--- config.mk ---
export PLATFORM = sky130hd
export DESIGN_NAME = pmf_top
export DESIGN_NICKNAME = d
export VERILOG_FILES = /design/src/core/pmf_pkg_unused_guard.sv /design/src/core/pmf_pkg.sv /design/src/core/pmf_top.sv
export SDC_FILE = /design/constraint.sdc
export NUM_CORES = 1
export LEC_CHECK = 0
export ABC_CLOCK_PERIOD_IN_PS = 3760
export BUFFER_PORTS_ARGS = -buffer_cell sky130_fd_sc_hd__buf_2
export CORE_UTILIZATION = 50
export CTS_CLUSTER_SIZE = 10
export DETAILED_ROUTE_END_ITERATION = 10
export PLACE_DENSITY = 0.72
export RECOVER_POWER = 50
export REMOVE_ABC_BUFFERS = 1
export SLEW_MARGIN = 20
export SYNTH_ARGS = -nofsm -noshare
export SYNTH_HDL_FRONTEND = slang
export SYNTH_SLANG_ARGS = --single-unit
--- constraint.sdc ---
create_clock -name ref_clk -period 3.76 [get_ports ref_clk]
set_clock_uncertainty 0.2 [all_clocks]
set_input_delay 0.188 -clock ref_clk [delete_from_list [all_inputs] [get_ports ref_clk]]
set_output_delay 0.188 -clock ref_clk [all_outputs]
set_load 0.1 [all_outputs]
--- src/core/pmf_pkg_unused_guard.sv ---
// spare source file, holds no logic
`timescale 1ns/100ps
`default_nettype none
`default_nettype wire

--- src/core/pmf_pkg.sv ---
// constants, layouts and state encodings of the management/fault block
package pmf_pkg;
   localparam int PMF_CLK_MHZ = 200;
   localparam int PMF_MDC_MAX_MHZ = 8;
   localparam int PMF_NLP_PERIOD_US = 16;
   localparam int PMF_NLP_CYCLES = PMF_NLP_PERIOD_US * PMF_CLK_MHZ;
   localparam int PMF_FAR_END_FAULT_PATTERN_ONES = 84;
   localparam logic [1:0] PMF_FAR_END_FAULT_PATTERN_MIN_UNITS = 2'h3;
   localparam logic [5:0] PMF_PREAMBLE_ONES = 6'h20;
   localparam logic [1:0] PMF_STRAP_SETTLE = 2'h3;
   localparam logic [1:0] PMF_OP_WRITE = 2'h1;
   localparam logic [1:0] PMF_OP_READ = 2'h2;
   // register indices; byte address on the bus is four times the index
   localparam logic [4:0] PMF_IDX_CTRL = 5'h00;
   localparam logic [4:0] PMF_IDX_STAT = 5'h01;
   localparam logic [4:0] PMF_IDX_ADV = 5'h04;
   localparam logic [4:0] PMF_IDX_LPA = 5'h05;
   localparam logic [4:0] PMF_IDX_CFG = 5'h10;
   localparam logic [4:0] PMF_IDX_IEN = 5'h12;
   localparam logic [4:0] PMF_IDX_IST = 5'h13;
   localparam logic [4:0] PMF_IDX_DRV = 5'h1A;
   // field positions
   localparam int PMF_CTRL_RESET = 15;
   localparam int PMF_CTRL_LOOP = 14;
   localparam int PMF_CTRL_SPEED = 13;
   localparam int PMF_CTRL_ANEN = 12;
   localparam int PMF_CTRL_RESTART = 9;
   localparam int PMF_CTRL_FDX = 8;
   localparam int PMF_STAT_ANDONE = 5;
   localparam int PMF_STAT_RFAULT = 4;
   localparam int PMF_STAT_LINK = 2;
   localparam int PMF_ABL_RFAULT = 13;
   localparam int PMF_ABL_100FD = 8;
   localparam int PMF_ABL_100HD = 7;
   localparam int PMF_ABL_10FD = 6;
   localparam int PMF_ABL_10HD = 5;
   localparam int PMF_CFG_FIBER = 0;
   localparam int PMF_CFG_FAR_END_FAULT_PATTERN_EN = 2;
   localparam int PMF_IEN_EN = 1;
   localparam int PMF_IEV_LSB = 4;
   localparam int PMF_IST_PEND = 2;
   localparam int PMF_DRV_HIGH = 11;
   // reset values
   localparam logic [15:0] PMF_CTRL_RST = 16'h3100;
   localparam logic [15:0] PMF_STAT_ABIL = 16'h7809;
   localparam logic [15:0] PMF_ADV_RST = 16'h01E1;
   localparam logic [15:0] PMF_CFG_RST = 16'h0000;
   localparam logic [15:0] PMF_IEN_RST = 16'h0000;
   localparam logic [15:0] PMF_DRV_RST = 16'h0000;
   // gray along idle -> header -> turnaround -> data
   typedef enum logic [1:0] {
      PMF_MS_PRE = 2'b00,
      PMF_MS_HDR = 2'b01,
      PMF_MS_TA = 2'b11,
      PMF_MS_DAT = 2'b10
   } pmf_mstate_t;
endpackage : pmf_pkg

--- src/core/pmf_top.sv ---
// management port, strap configuration, link resolution and fault logic
//
// Our own choices: register access over APB and the register offsets.
`timescale 1ns/100ps
`default_nettype none
module pmf_top
   import pmf_pkg::*;
#(
   parameter int unsigned NLP_CYCLES = PMF_NLP_CYCLES
) (
   input wire logic ref_clk,
   input wire logic rst_n,
   input wire logic psel,
   input wire logic penable,
   input wire logic pwrite,
   input wire logic [7:0] paddr,
   input wire logic [31:0] pwdata,
   output logic [31:0] prdata,
   output logic pready,
   output logic pslverr,
   input wire logic mdc,
   input wire logic mdio_i,
   output logic mdio_o,
   output logic mdio_oe,
   input wire logic [4:0] phy_addr_pin,
   input wire logic mgmt_port_disable,
   input wire logic [2:0] led_strap_pin_i,
   output logic [2:0] led_strap_pin_o,
   output logic led_strap_pin_oe,
   input wire logic fiber_signal_detect,
   input wire logic rx_pll_lock,
   input wire logic link_ok,
   input wire logic tx_active,
   input wire logic an_done,
   input wire logic partner_page_valid,
   input wire logic [15:0] partner_page,
   input wire logic pd_link_pulse,
   input wire logic pd_idle_symbols,
   output logic [15:0] adv_page,
   output logic speed_100,
   output logic full_duplex,
   output logic link_up,
   output logic rx_block,
   output logic link_pulse,
   output logic far_end_fault_pattern,
   output logic far_end_fault_pattern_active,
   output logic mii_high_drive,
   output logic mgmt_irq_n_o,
   output logic mgmt_irq_oe
);

   // ***********************************************************
   // state
   // ***********************************************************
   typedef struct packed {
      logic [2:0] mdc_sy;
      logic [1:0] mdio_sy;
      logic [1:0] sd_sy;
      logic [1:0] dis_sy;
      logic [2:0] strap_s1;
      logic [2:0] strap_s2;
      logic [4:0] addr_s1;
      logic [4:0] addr_s2;
      logic [1:0] init_cnt;
      logic init_done;
      pmf_mstate_t mst;
      logic [5:0] ones;
      logic [4:0] cnt;
      logic [12:0] hdr;
      logic [15:0] sh;
      logic rd_op;
      logic wr_ok;
      logic mdio_o;
      logic mdio_oe;
      logic [15:0] r0;
      logic [15:0] r4;
      logic [15:0] r5;
      logic [15:0] r16;
      logic [15:0] r18;
      logic [15:0] r26;
      logic rfault;
      logic [3:0] ist;
      logic spd;
      logic fdx;
      logic an_p;
      logic spd_p;
      logic fdx_p;
      logic link_p;
      logic [21:0] nlp_cnt;
      logic nlp;
      logic far_end_fault_pattern_act;
      logic [6:0] far_end_fault_pattern_bit;
      logic [1:0] far_end_fault_pattern_units;
      logic far_end_fault_pattern_o;
      logic [31:0] prdata;
      logic [2:0] led;
      logic led_oe;
   } pmf_state_t;

   pmf_state_t s_q, s_d;
   logic fiber, sd_ok, link_now, mdc_rise, mdio_bit;

   // ***********************************************************
   // helpers
   // ***********************************************************
   function automatic logic [15:0] rd_reg(input logic [4:0] idx);
      logic [15:0] v;
      v = 16'h0000;
      case (idx)
         PMF_IDX_CTRL: v = s_q.r0;
         PMF_IDX_STAT: begin
            v = PMF_STAT_ABIL;
            v[PMF_STAT_ANDONE] = an_done;
            v[PMF_STAT_RFAULT] = s_q.rfault;
            v[PMF_STAT_LINK] = link_now;
         end
         PMF_IDX_ADV: v = s_q.r4;
         PMF_IDX_LPA: v = s_q.r5;
         PMF_IDX_CFG: v = s_q.r16;
         PMF_IDX_IEN: v = s_q.r18;
         PMF_IDX_IST: begin
            v[PMF_IEV_LSB +: 4] = s_q.ist;
            v[PMF_IST_PEND] = |(s_q.ist & s_q.r18[PMF_IEV_LSB +: 4]);
         end
         PMF_IDX_DRV: v = s_q.r26;
         default: v = 16'h0000;
      endcase
      return v;
   endfunction : rd_reg

   // ***********************************************************
   // combinational status
   // ***********************************************************
   assign fiber = s_q.r16[PMF_CFG_FIBER];
   assign sd_ok = s_q.sd_sy[1];
   assign link_now = link_ok & ~(fiber & ~sd_ok);
   assign mdc_rise = s_q.mdc_sy[1] & ~s_q.mdc_sy[2];
   assign mdio_bit = s_q.mdio_sy[1];

   // ***********************************************************
   // next state
   // ***********************************************************
   always_comb begin
      logic [1:0] wen;
      logic [4:0] widx [2];
      logic [15:0] wdat [2];
      logic clr19, clr1, hdr_ok, match;
      logic [15:0] best;
      logic [3:0] ev;
      s_d = s_q;
      wen = 2'b00;
      widx[0] = 5'h00;
      widx[1] = 5'h00;
      wdat[0] = 16'h0000;
      wdat[1] = 16'h0000;
      clr19 = 1'b0;
      clr1 = 1'b0;
      hdr_ok = 1'b0;
      match = 1'b0;
      best = 16'h0000;
      ev = 4'h0;

      // two-flop synchronisers; the first stage feeds only the second
      s_d.mdc_sy = {s_q.mdc_sy[1:0], mdc};
      s_d.mdio_sy = {s_q.mdio_sy[0], mdio_i};
      s_d.sd_sy = {s_q.sd_sy[0], fiber_signal_detect};
      s_d.dis_sy = {s_q.dis_sy[0], mgmt_port_disable};
      s_d.strap_s1 = led_strap_pin_i;
      s_d.strap_s2 = s_q.strap_s1;
      s_d.addr_s1 = phy_addr_pin;
      s_d.addr_s2 = s_q.addr_s1;

      // straps read once the synchronisers have settled after reset
      if (!s_q.init_done) begin
         if (s_q.init_cnt == PMF_STRAP_SETTLE) begin
            s_d.init_done = 1'b1;
            s_d.r0[PMF_CTRL_ANEN] = s_q.strap_s2[0];
            s_d.r0[PMF_CTRL_SPEED] = s_q.strap_s2[1];
            s_d.r0[PMF_CTRL_FDX] = s_q.strap_s2[2];
            s_d.r16[PMF_CFG_FIBER] = sd_ok;
         end else begin
            s_d.init_cnt = s_q.init_cnt + 2'h1;
         end
      end

      // management frame receiver, sampled on mdc rising edges
      if (mdc_rise) begin
         case (s_q.mst)
            PMF_MS_PRE: begin
               if (mdio_bit) begin
                  if (s_q.ones != PMF_PREAMBLE_ONES)
                     s_d.ones = s_q.ones + 6'h01;
               end else if (s_q.ones == PMF_PREAMBLE_ONES) begin
                  s_d.mst = PMF_MS_HDR;
                  s_d.cnt = 5'h00;
               end else begin
                  s_d.ones = 6'h00;
               end
            end
            PMF_MS_HDR: begin
               s_d.hdr = {s_q.hdr[11:0], mdio_bit};
               s_d.cnt = s_q.cnt + 5'h01;
               if (s_q.cnt == 5'h0C) begin
                  hdr_ok = s_d.hdr[12] & ((s_d.hdr[11:10] == PMF_OP_READ)
                     | (s_d.hdr[11:10] == PMF_OP_WRITE));
                  match = (s_d.hdr[9:5] == s_q.addr_s2) & ~s_q.dis_sy[1];
                  s_d.rd_op = s_d.hdr[11:10] == PMF_OP_READ;
                  s_d.wr_ok = match;
                  s_d.cnt = 5'h00;
                  s_d.ones = 6'h00;
                  s_d.mst = hdr_ok ? PMF_MS_TA : PMF_MS_PRE;
                  if (hdr_ok && match && s_d.rd_op) begin
                     s_d.sh = rd_reg(s_d.hdr[4:0]);
                     clr19 = s_d.hdr[4:0] == PMF_IDX_IST;
                     clr1 = s_d.hdr[4:0] == PMF_IDX_STAT;
                  end
               end
            end
            PMF_MS_TA: begin
               s_d.cnt = s_q.cnt + 5'h01;
               if (s_q.cnt == 5'h00) begin
                  s_d.mdio_oe = s_q.rd_op & s_q.wr_ok;
                  s_d.mdio_o = 1'b0;
               end else begin
                  s_d.mst = PMF_MS_DAT;
                  s_d.cnt = 5'h00;
                  s_d.mdio_o = s_q.sh[15];
               end
            end
            default: begin
               s_d.cnt = s_q.cnt + 5'h01;
               if (s_q.rd_op) begin
                  s_d.sh = {s_q.sh[14:0], 1'b0};
                  s_d.mdio_o = s_q.sh[14];
               end else begin
                  s_d.sh = {s_q.sh[14:0], mdio_bit};
               end
               if (s_q.cnt == 5'h0F) begin
                  s_d.mst = PMF_MS_PRE;
                  s_d.mdio_oe = 1'b0;
                  s_d.mdio_o = 1'b0;
                  if (!s_q.rd_op && s_q.wr_ok && !s_q.dis_sy[1]) begin
                     wen[0] = 1'b1;
                     widx[0] = s_q.hdr[4:0];
                     wdat[0] = {s_q.sh[14:0], mdio_bit};
                  end
               end
            end
         endcase
      end
      if (s_q.dis_sy[1])
         s_d.mdio_oe = 1'b0;

      // bus slave: zero wait, data captured in the setup cycle
      if (psel && !penable)
         s_d.prdata = {16'h0000, paddr[7] ? 16'h0000 : rd_reg(paddr[6:2])};
      if (psel && penable && !paddr[7]) begin
         if (pwrite) begin
            wen[1] = 1'b1;
            widx[1] = paddr[6:2];
            wdat[1] = pwdata[15:0];
         end else begin
            clr19 = clr19 | (paddr[6:2] == PMF_IDX_IST);
            clr1 = clr1 | (paddr[6:2] == PMF_IDX_STAT);
         end
      end

      // register writes; self-clearing command bits drop first
      s_d.r0[PMF_CTRL_RESET] = 1'b0;
      s_d.r0[PMF_CTRL_RESTART] = 1'b0;
      for (int k = 0; k < 2; k++) begin
         if (wen[k]) begin
            case (widx[k])
               PMF_IDX_CTRL: s_d.r0 = wdat[k];
               PMF_IDX_ADV: s_d.r4 = wdat[k];
               PMF_IDX_CFG: s_d.r16 = wdat[k];
               PMF_IDX_IEN: s_d.r18 = wdat[k];
               PMF_IDX_DRV: s_d.r26 = wdat[k];
               default: ;
            endcase
         end
      end

      // partner page capture; fault only on copper negotiation
      if (partner_page_valid && s_q.r0[PMF_CTRL_ANEN]) begin
         s_d.r5 = partner_page;
         if (fiber)
            s_d.r5[PMF_ABL_RFAULT] = 1'b0;
      end
      s_d.rfault = (s_q.rfault & ~clr1) | (partner_page_valid
         & s_q.r0[PMF_CTRL_ANEN] & ~fiber & partner_page[PMF_ABL_RFAULT]);

      // speed and duplex resolution
      best = s_q.r4 & s_q.r5;
      if (fiber) begin
         s_d.spd = 1'b1;
         s_d.fdx = s_q.r0[PMF_CTRL_FDX];
      end else if (!s_q.r0[PMF_CTRL_ANEN]) begin
         s_d.spd = s_q.r0[PMF_CTRL_SPEED];
         s_d.fdx = s_q.r0[PMF_CTRL_FDX];
      end else if (an_done) begin
         s_d.spd = best[PMF_ABL_100FD] | best[PMF_ABL_100HD];
         s_d.fdx = best[PMF_ABL_100FD] | (~best[PMF_ABL_100HD]
            & best[PMF_ABL_10FD]);
      end else if (pd_idle_symbols) begin
         s_d.spd = 1'b1;
         s_d.fdx = 1'b0;
      end else if (pd_link_pulse) begin
         s_d.spd = 1'b0;
         s_d.fdx = 1'b0;
      end

      // interrupt events; a new event beats a same-cycle clear
      s_d.an_p = an_done;
      s_d.spd_p = s_q.spd;
      s_d.fdx_p = s_q.fdx;
      s_d.link_p = link_now;
      ev = {an_done & ~s_q.an_p, s_q.spd ^ s_q.spd_p,
         s_q.fdx ^ s_q.fdx_p, link_now ^ s_q.link_p};
      s_d.ist = (s_q.ist & ~{4{clr19}}) | ev;

      // copper 10 Mbps idle keep-alive pulses
      s_d.nlp = 1'b0;
      if (fiber || s_q.spd || tx_active) begin
         s_d.nlp_cnt = 22'h000000;
      end else if (s_q.nlp_cnt == 22'(NLP_CYCLES - 1)) begin
         s_d.nlp_cnt = 22'h000000;
         s_d.nlp = 1'b1;
      end else begin
         s_d.nlp_cnt = s_q.nlp_cnt + 22'h000001;
      end

      // far-end fault units, at least the minimum count once begun
      if (!s_q.far_end_fault_pattern_act) begin
         if (fiber && s_q.r16[PMF_CFG_FAR_END_FAULT_PATTERN_EN] && (!sd_ok || !rx_pll_lock)
               && !s_q.r0[PMF_CTRL_LOOP]) begin
            s_d.far_end_fault_pattern_act = 1'b1;
            s_d.far_end_fault_pattern_bit = 7'h00;
            s_d.far_end_fault_pattern_units = 2'h0;
            s_d.far_end_fault_pattern_o = 1'b1;
         end
      end else if (s_q.far_end_fault_pattern_bit == 7'(PMF_FAR_END_FAULT_PATTERN_ONES)) begin
         s_d.far_end_fault_pattern_bit = 7'h00;
         if (s_q.far_end_fault_pattern_units != PMF_FAR_END_FAULT_PATTERN_MIN_UNITS)
            s_d.far_end_fault_pattern_units = s_q.far_end_fault_pattern_units + 2'h1;
         if (s_d.far_end_fault_pattern_units == PMF_FAR_END_FAULT_PATTERN_MIN_UNITS && !(fiber
               && s_q.r16[PMF_CFG_FAR_END_FAULT_PATTERN_EN] && (!sd_ok || !rx_pll_lock)
               && !s_q.r0[PMF_CTRL_LOOP])) begin
            s_d.far_end_fault_pattern_act = 1'b0;
            s_d.far_end_fault_pattern_o = 1'b0;
         end else begin
            s_d.far_end_fault_pattern_o = 1'b1;
         end
      end else begin
         s_d.far_end_fault_pattern_bit = s_q.far_end_fault_pattern_bit + 7'h01;
         s_d.far_end_fault_pattern_o = s_d.far_end_fault_pattern_bit != 7'(PMF_FAR_END_FAULT_PATTERN_ONES);
      end

      // strap pins turn into status lamps once sampled
      s_d.led_oe = s_q.init_done;
      s_d.led = {link_now, s_q.spd, s_q.fdx};
   end

   // ***********************************************************
   // registers
   // ***********************************************************
   always_ff @(posedge ref_clk or negedge rst_n) begin
      if (!rst_n) begin
         s_q <= '0;
         s_q.mst <= PMF_MS_PRE;
         s_q.r0 <= PMF_CTRL_RST;
         s_q.r4 <= PMF_ADV_RST;
         s_q.r16 <= PMF_CFG_RST;
         s_q.r18 <= PMF_IEN_RST;
         s_q.r26 <= PMF_DRV_RST;
      end else begin
         s_q <= s_d;
      end
   end

   // ***********************************************************
   // outputs
   // ***********************************************************
   assign prdata = s_q.prdata;
   assign pready = 1'b1;
   assign pslverr = psel & penable & paddr[7];
   assign mdio_o = s_q.mdio_o;
   assign mdio_oe = s_q.mdio_oe;
   assign led_strap_pin_o = s_q.led;
   assign led_strap_pin_oe = s_q.led_oe;
   // fault bit withheld from fiber pages
   assign adv_page = fiber ? (s_q.r4 & ~(16'h0001 << PMF_ABL_RFAULT))
      : s_q.r4;
   assign speed_100 = s_q.spd;
   assign full_duplex = s_q.fdx;
   assign link_up = link_now;
   assign rx_block = fiber & ~sd_ok;
   assign link_pulse = s_q.nlp;
   assign far_end_fault_pattern = s_q.far_end_fault_pattern_o;
   assign far_end_fault_pattern_active = s_q.far_end_fault_pattern_act;
   assign mii_high_drive = s_q.r26[PMF_DRV_HIGH];
   assign mgmt_irq_oe = s_q.r18[PMF_IEN_EN];
   assign mgmt_irq_n_o = ~|(s_q.ist & s_q.r18[PMF_IEV_LSB +: 4]);

   // ***********************************************************
   // checks
   // ***********************************************************
   property p_irq_drive;
      @(posedge ref_clk) disable iff (!rst_n)
      !s_q.r18[PMF_IEN_EN] |-> !mgmt_irq_oe;
   endproperty
   a_irq_drive: assert property (p_irq_drive) else $error("irq driven while off");

   property p_irq_low;
      @(posedge ref_clk) disable iff (!rst_n)
      (mgmt_irq_oe && |(s_q.ist & s_q.r18[PMF_IEV_LSB +: 4]))
         |-> !mgmt_irq_n_o;
   endproperty
   a_irq_low: assert property (p_irq_low) else $error("pending irq not low");

   property p_link_event;
      @(posedge ref_clk) disable iff (!rst_n)
      (link_now != s_q.link_p) |=> s_q.ist[0];
   endproperty
   a_link_event: assert property (p_link_event) else $error("link event lost");

   property p_far_end_fault_pattern_ones;
      @(posedge ref_clk) disable iff (!rst_n)
      $rose(far_end_fault_pattern_active) |-> far_end_fault_pattern [*8];
   endproperty
   a_far_end_fault_pattern_ones: assert property (p_far_end_fault_pattern_ones) else $error("fault unit not ones");

   property p_far_end_fault_pattern_zero;
      @(posedge ref_clk) disable iff (!rst_n)
      (far_end_fault_pattern_active && s_q.far_end_fault_pattern_bit == 7'(PMF_FAR_END_FAULT_PATTERN_ONES))
         |-> !far_end_fault_pattern;
   endproperty
   a_far_end_fault_pattern_zero: assert property (p_far_end_fault_pattern_zero) else $error("unit end not zero");

   property p_far_end_fault_pattern_three;
      @(posedge ref_clk) disable iff (!rst_n)
      $fell(far_end_fault_pattern_active) |-> s_q.far_end_fault_pattern_units == PMF_FAR_END_FAULT_PATTERN_MIN_UNITS;
   endproperty
   a_far_end_fault_pattern_three: assert property (p_far_end_fault_pattern_three) else $error("too few fault units");

   property p_rx_block;
      @(posedge ref_clk) disable iff (!rst_n)
      (fiber && !sd_ok) |-> (rx_block && !link_up);
   endproperty
   a_rx_block: assert property (p_rx_block) else $error("fiber loss not blocked");

   property p_disable;
      @(posedge ref_clk) disable iff (!rst_n)
      s_q.dis_sy[1] |=> !mdio_oe;
   endproperty
   a_disable: assert property (p_disable) else $error("mdio driven while disabled");

   property p_fiber_rf;
      @(posedge ref_clk) disable iff (!rst_n)
      $rose(s_q.rfault) |-> !$past(fiber);
   endproperty
   a_fiber_rf: assert property (p_fiber_rf) else $error("fault taken in fiber");

   property p_forced;
      @(posedge ref_clk) disable iff (!rst_n)
      (!fiber && !s_q.r0[PMF_CTRL_ANEN]) |=>
         (speed_100 == $past(s_q.r0[PMF_CTRL_SPEED]));
   endproperty
   a_forced: assert property (p_forced) else $error("forced speed ignored");

   property p_nlp;
      @(posedge ref_clk) disable iff (!rst_n)
      link_pulse |-> (!$past(speed_100) && !$past(fiber));
   endproperty
   a_nlp: assert property (p_nlp) else $error("link pulse outside 10M");

endmodule : pmf_top
`default_nettype wire

==> reports/qor.csv <==
stage,metric,value,unit
setup_path,CP Class,reg -> reg,
final_layout,Multi-input gate area,0.00590,mm^2
placement,DP Worst Slack,0.730,ns
setup_path,CP max stage delay,0.92,ns
sta,Final Hold Fails,0,
sta,pins over their slew limit,105,
run_status,failing checks,"capacitance limit, slew limit",
run_status,status,"finished, violations left",
sta,Fmax,319,MHz
sta,Final Setup Violations,0,
clock_network,clock root buffer,clkbuf_16,
yosys,synth top area cells,"dfrtp_1 (45%), mux2i_1 (8.5%), nand2_1 (4.5%)",
clock_network,clock buffer depth,3,
setup_path,CP arrival,3.32,ns
sta,worst slew pin tran,2.67,ns
placement,port bufs,110,
clock_network,clk_lat worst skew,0.55,ns
worst_hold_path,Hold Path Class,in -> reg,
setup_path,Critical Path Fanout Max,16,
yosys,Synth async-reset ratio,100,%
job,Max Cap Viol,1,
final_layout,layout cells sized above 1,16.5,%
floorplan,Starting Density,51.1,%
global_route,global-route wire length before repair,57200,um
clock_network,"CTS clk-pin slew, worst paths",0.05,ns
floorplan,Core ar.,0.0244,mm^2
floorplan,DIE AREA,0.0256,mm^2
yosys,Ys Warns,0,
floorplan,Die Span X,160,um
clock_network,PostCTS Resize Cnt,0,
clock_network,# clock sinks,231,
sta,"Min Clock Period, post-route",3.14,ns
yosys,Mean Syn Cell Area,9.85,um^2
yosys,Post-synth top cells,"dfrtp_1 (223), nand2_1 (150), mux2i_1 (106)",
yosys,Synth area leader,dfrtp_1,
detailed_routing,vias per std cell,6.11,
clock_network,CTS tree,yes,
yosys,Mapped Area,0.0125,mm^2
final_layout,number of fill cells,2143,
clock_network,post-CTS setup buffers,0,
global_route,pin count of the biggest net entering global routing,105,
sta,Setup Total Neg Slack,0,ns
yosys,flop and latch count out of synthesis,231,
final_layout,# nets final,1476,
placement,DP HPWL,23900,um
final_layout,Synth-to-Final Area Change,15.0,%
yosys,Syn Inst Count,1265,
setup_path,CP Cell Sequence,"ha_1, and3_1, ha_1, and3b_1, nand3_4, or2_1, mux2i_1, o21ai_0",
setup_path,Worst path slowest cell,or2_1,
global_route,total gr overflow,0,
setup_path,most numerous cell on the critical path,ha_1,
sta,WHS,0.0339,ns
yosys,"EDFF count, synth",0,
setup_path,crit start category,flop,
yosys,Yosys top cell area share,44.8,%
yosys,library cells used by synthesis,81,
final_layout,ANT cells,0,
power_and_ir_drop,PD cells,431,mW/mm^2
global_route,initial antenna violation count,0,
detailed_routing,initial drt markers,1373,
yosys,top-count cell post-synth,dfrtp_1,
setup_path,CP Data Required Time,3.94,ns
sta,Setup WS post-layout,0.622,ns
detailed_routing,Routed WL,36600,um
floorplan,IO Count,146,
sta,crit share post-route,83.5,%
setup_path,R2R Setup Slk,0.62,ns
power_and_ir_drop,VDD IR max,0.381,mV
setup_path,Crit. End Element,flop,
clock_network,Inserted Clock Buffers,27,
yosys,sequential share of the synthesized area,46.5,%
final_layout,register area,0.00579,mm^2
power_and_ir_drop,Static Leak,6.31,nW
global_route,vias in the first global route,10300,
detailed_routing,Initial DRT Pass Iterations,6,
detailed_routing,drt drc,0,
sta,RSZ-0062 raised after global routing,false,
placement,RePlAce Congestion,0.933,
yosys,Main synth FF type,dfrtp_1,
final_layout,"Core Util, Final",58.8,%
sta,Slew HR,-77.8,%
detailed_routing,Final ANT Viol Nets,0,
floorplan,Core Rows,57,
global_route,All-Layer GR Usage,28.6,%
clock_network,H-tree levels,1,
floorplan,chip height,160,um
detailed_routing,Via Count,10500,
detailed_routing,wire per inst,21.3,um
-- repair_timing --
action | CTS | global route
endpoints found under the setup margin | 0 | 0
endpoints found under the hold margin | 224 | 0
hold buffers | 56 | 0
-- sequential cells by signal, summed over array words and instances, names as in the netlist --
| register | count |
|---|---|
| mdio_o | 1 |
| s_q | 186 |
| s_d | 14 |
| mii_high_drive | 1 |
| full_duplex | 1 |
| mdio_oe | 1 |
| far_end_fault_pattern_active | 1 |
| led_strap_pin_o | 3 |
| far_end_fault_pattern | 1 |
| link_pulse | 1 |
| prdata | 16 |
| led_strap_pin_oe | 1 |
| mgmt_irq_oe | 1 |
| fiber | 1 |
| speed_100 | 1 |
| mdio_bit | 1 |
-- placed cells by master (no fill, tap or decap), types with 9 or more instances in the layout --
cell type	instances
a22o_1	15
o22ai_1	13
conb_1	17
xor2_1	15
nand2_1	150
a22oi_1	34
nor3_1	23
clkbuf_16	27
nand2b_1	15
mux2i_1	106
nand3_1	26
xnor2_1	16
o21ai_0	74
a21oi_1	27
buf_2	107
inv_1	34
buf_4	26
nor2b_1	13
a222oi_1	11
ha_1	15
nor2_1	71
o21ai_1	46
nor4_1	9
clkbuf_1	22
and3_1	16
nand4_1	14
mux2_2	38
dfrtp_1	223
dlygate4sd3_1	56
-- report_power, final --
group | total [mW] | switching (mW) | internal (mW)
registers | 2.86 | 0.201 | 2.66
clock network | 2.33 | 0.996 | 1.34
logic | 0.988 | 0.701 | 0.287
total | 6.18 | 1.90 | 4.28
-- metal layers --
| metal | share of wire [%] | vias to the layer above | GRT usage [%] |
|---|---|---|---|
| met5 | 0 | - | 0 |
| met4 | 3.1 | 0 | 9.74 |
| met1 | 43 | 5149 | 40.0 |
| met3 | 9.8 | 93 | 6.49 |
| li1 | - | 4718 | - |
| met2 | 45 | 566 | 44.0 |
-- cell type report --
cell class / instances / share of cell area, %
Multi-Input combinational cell: 891 / 41.1
Sequential cell: 231 / 40.4
Timing Repair Buffer: 196 / 9.44
Clock buffer: 46 / 5.21
Tap cell: 324 / 2.83
Inverter: 34 / 0.890
Clock inverter: 2 / 0.0960
-- metrics by stage --
stage                     instance area [um^2]  cells  power (mW)
after detailed placement                 13000   1620        3.82
after floorplan                          11800   1156        3.52
after CTS                                14400   1724        6.20
final                                    14300   1724        6.18
after global routing                     14300   1724        6.39
after global placement                   13000   1620        3.80
-- cell families after synthesis --
| kind of cell | synth area share [%] |
|---|---|
| AOI/OAI and AO/OA | 14.6 |
| muxes | 12.0 |
| DFF | 46.5 |
| buffers and inverters | 6.80 |
| adders and majority gates | 1.51 |
| other | 0.0603 |
| xor gates and xnor gates | 2.18 |
| and+or+nand+nor | 16.3 |
-- worst max-delay path, delay by kind of cell (launching register included) --
family                     cells  cell delay (ns)
and+or+nand+nor                4             1.53
DFF                            1             0.42
muxes                          1             0.27
adders and majority gates      2             0.44
AOI/OAI and AO/OA              1             0.11
-- final timing paths --
| path | startpoint | endpoint | cells past startpoint |
|---|---|---|---|
| setup / recovery | s_q[210] | s_q[103] | 8 |
| hold / removal | psel | prdata[2] | 5 |
| setup reg to reg | s_q[210] | s_q[103] | 8 |
| hold reg to reg | s_d[229] | s_q[229] | 0 |
| max in group asynchronous | rst_n | s_q[52] | 3 |
| min in group asynchronous | rst_n | s_q[79] | 2 |
Note: power is estimated with default switching activity, not from simulation.
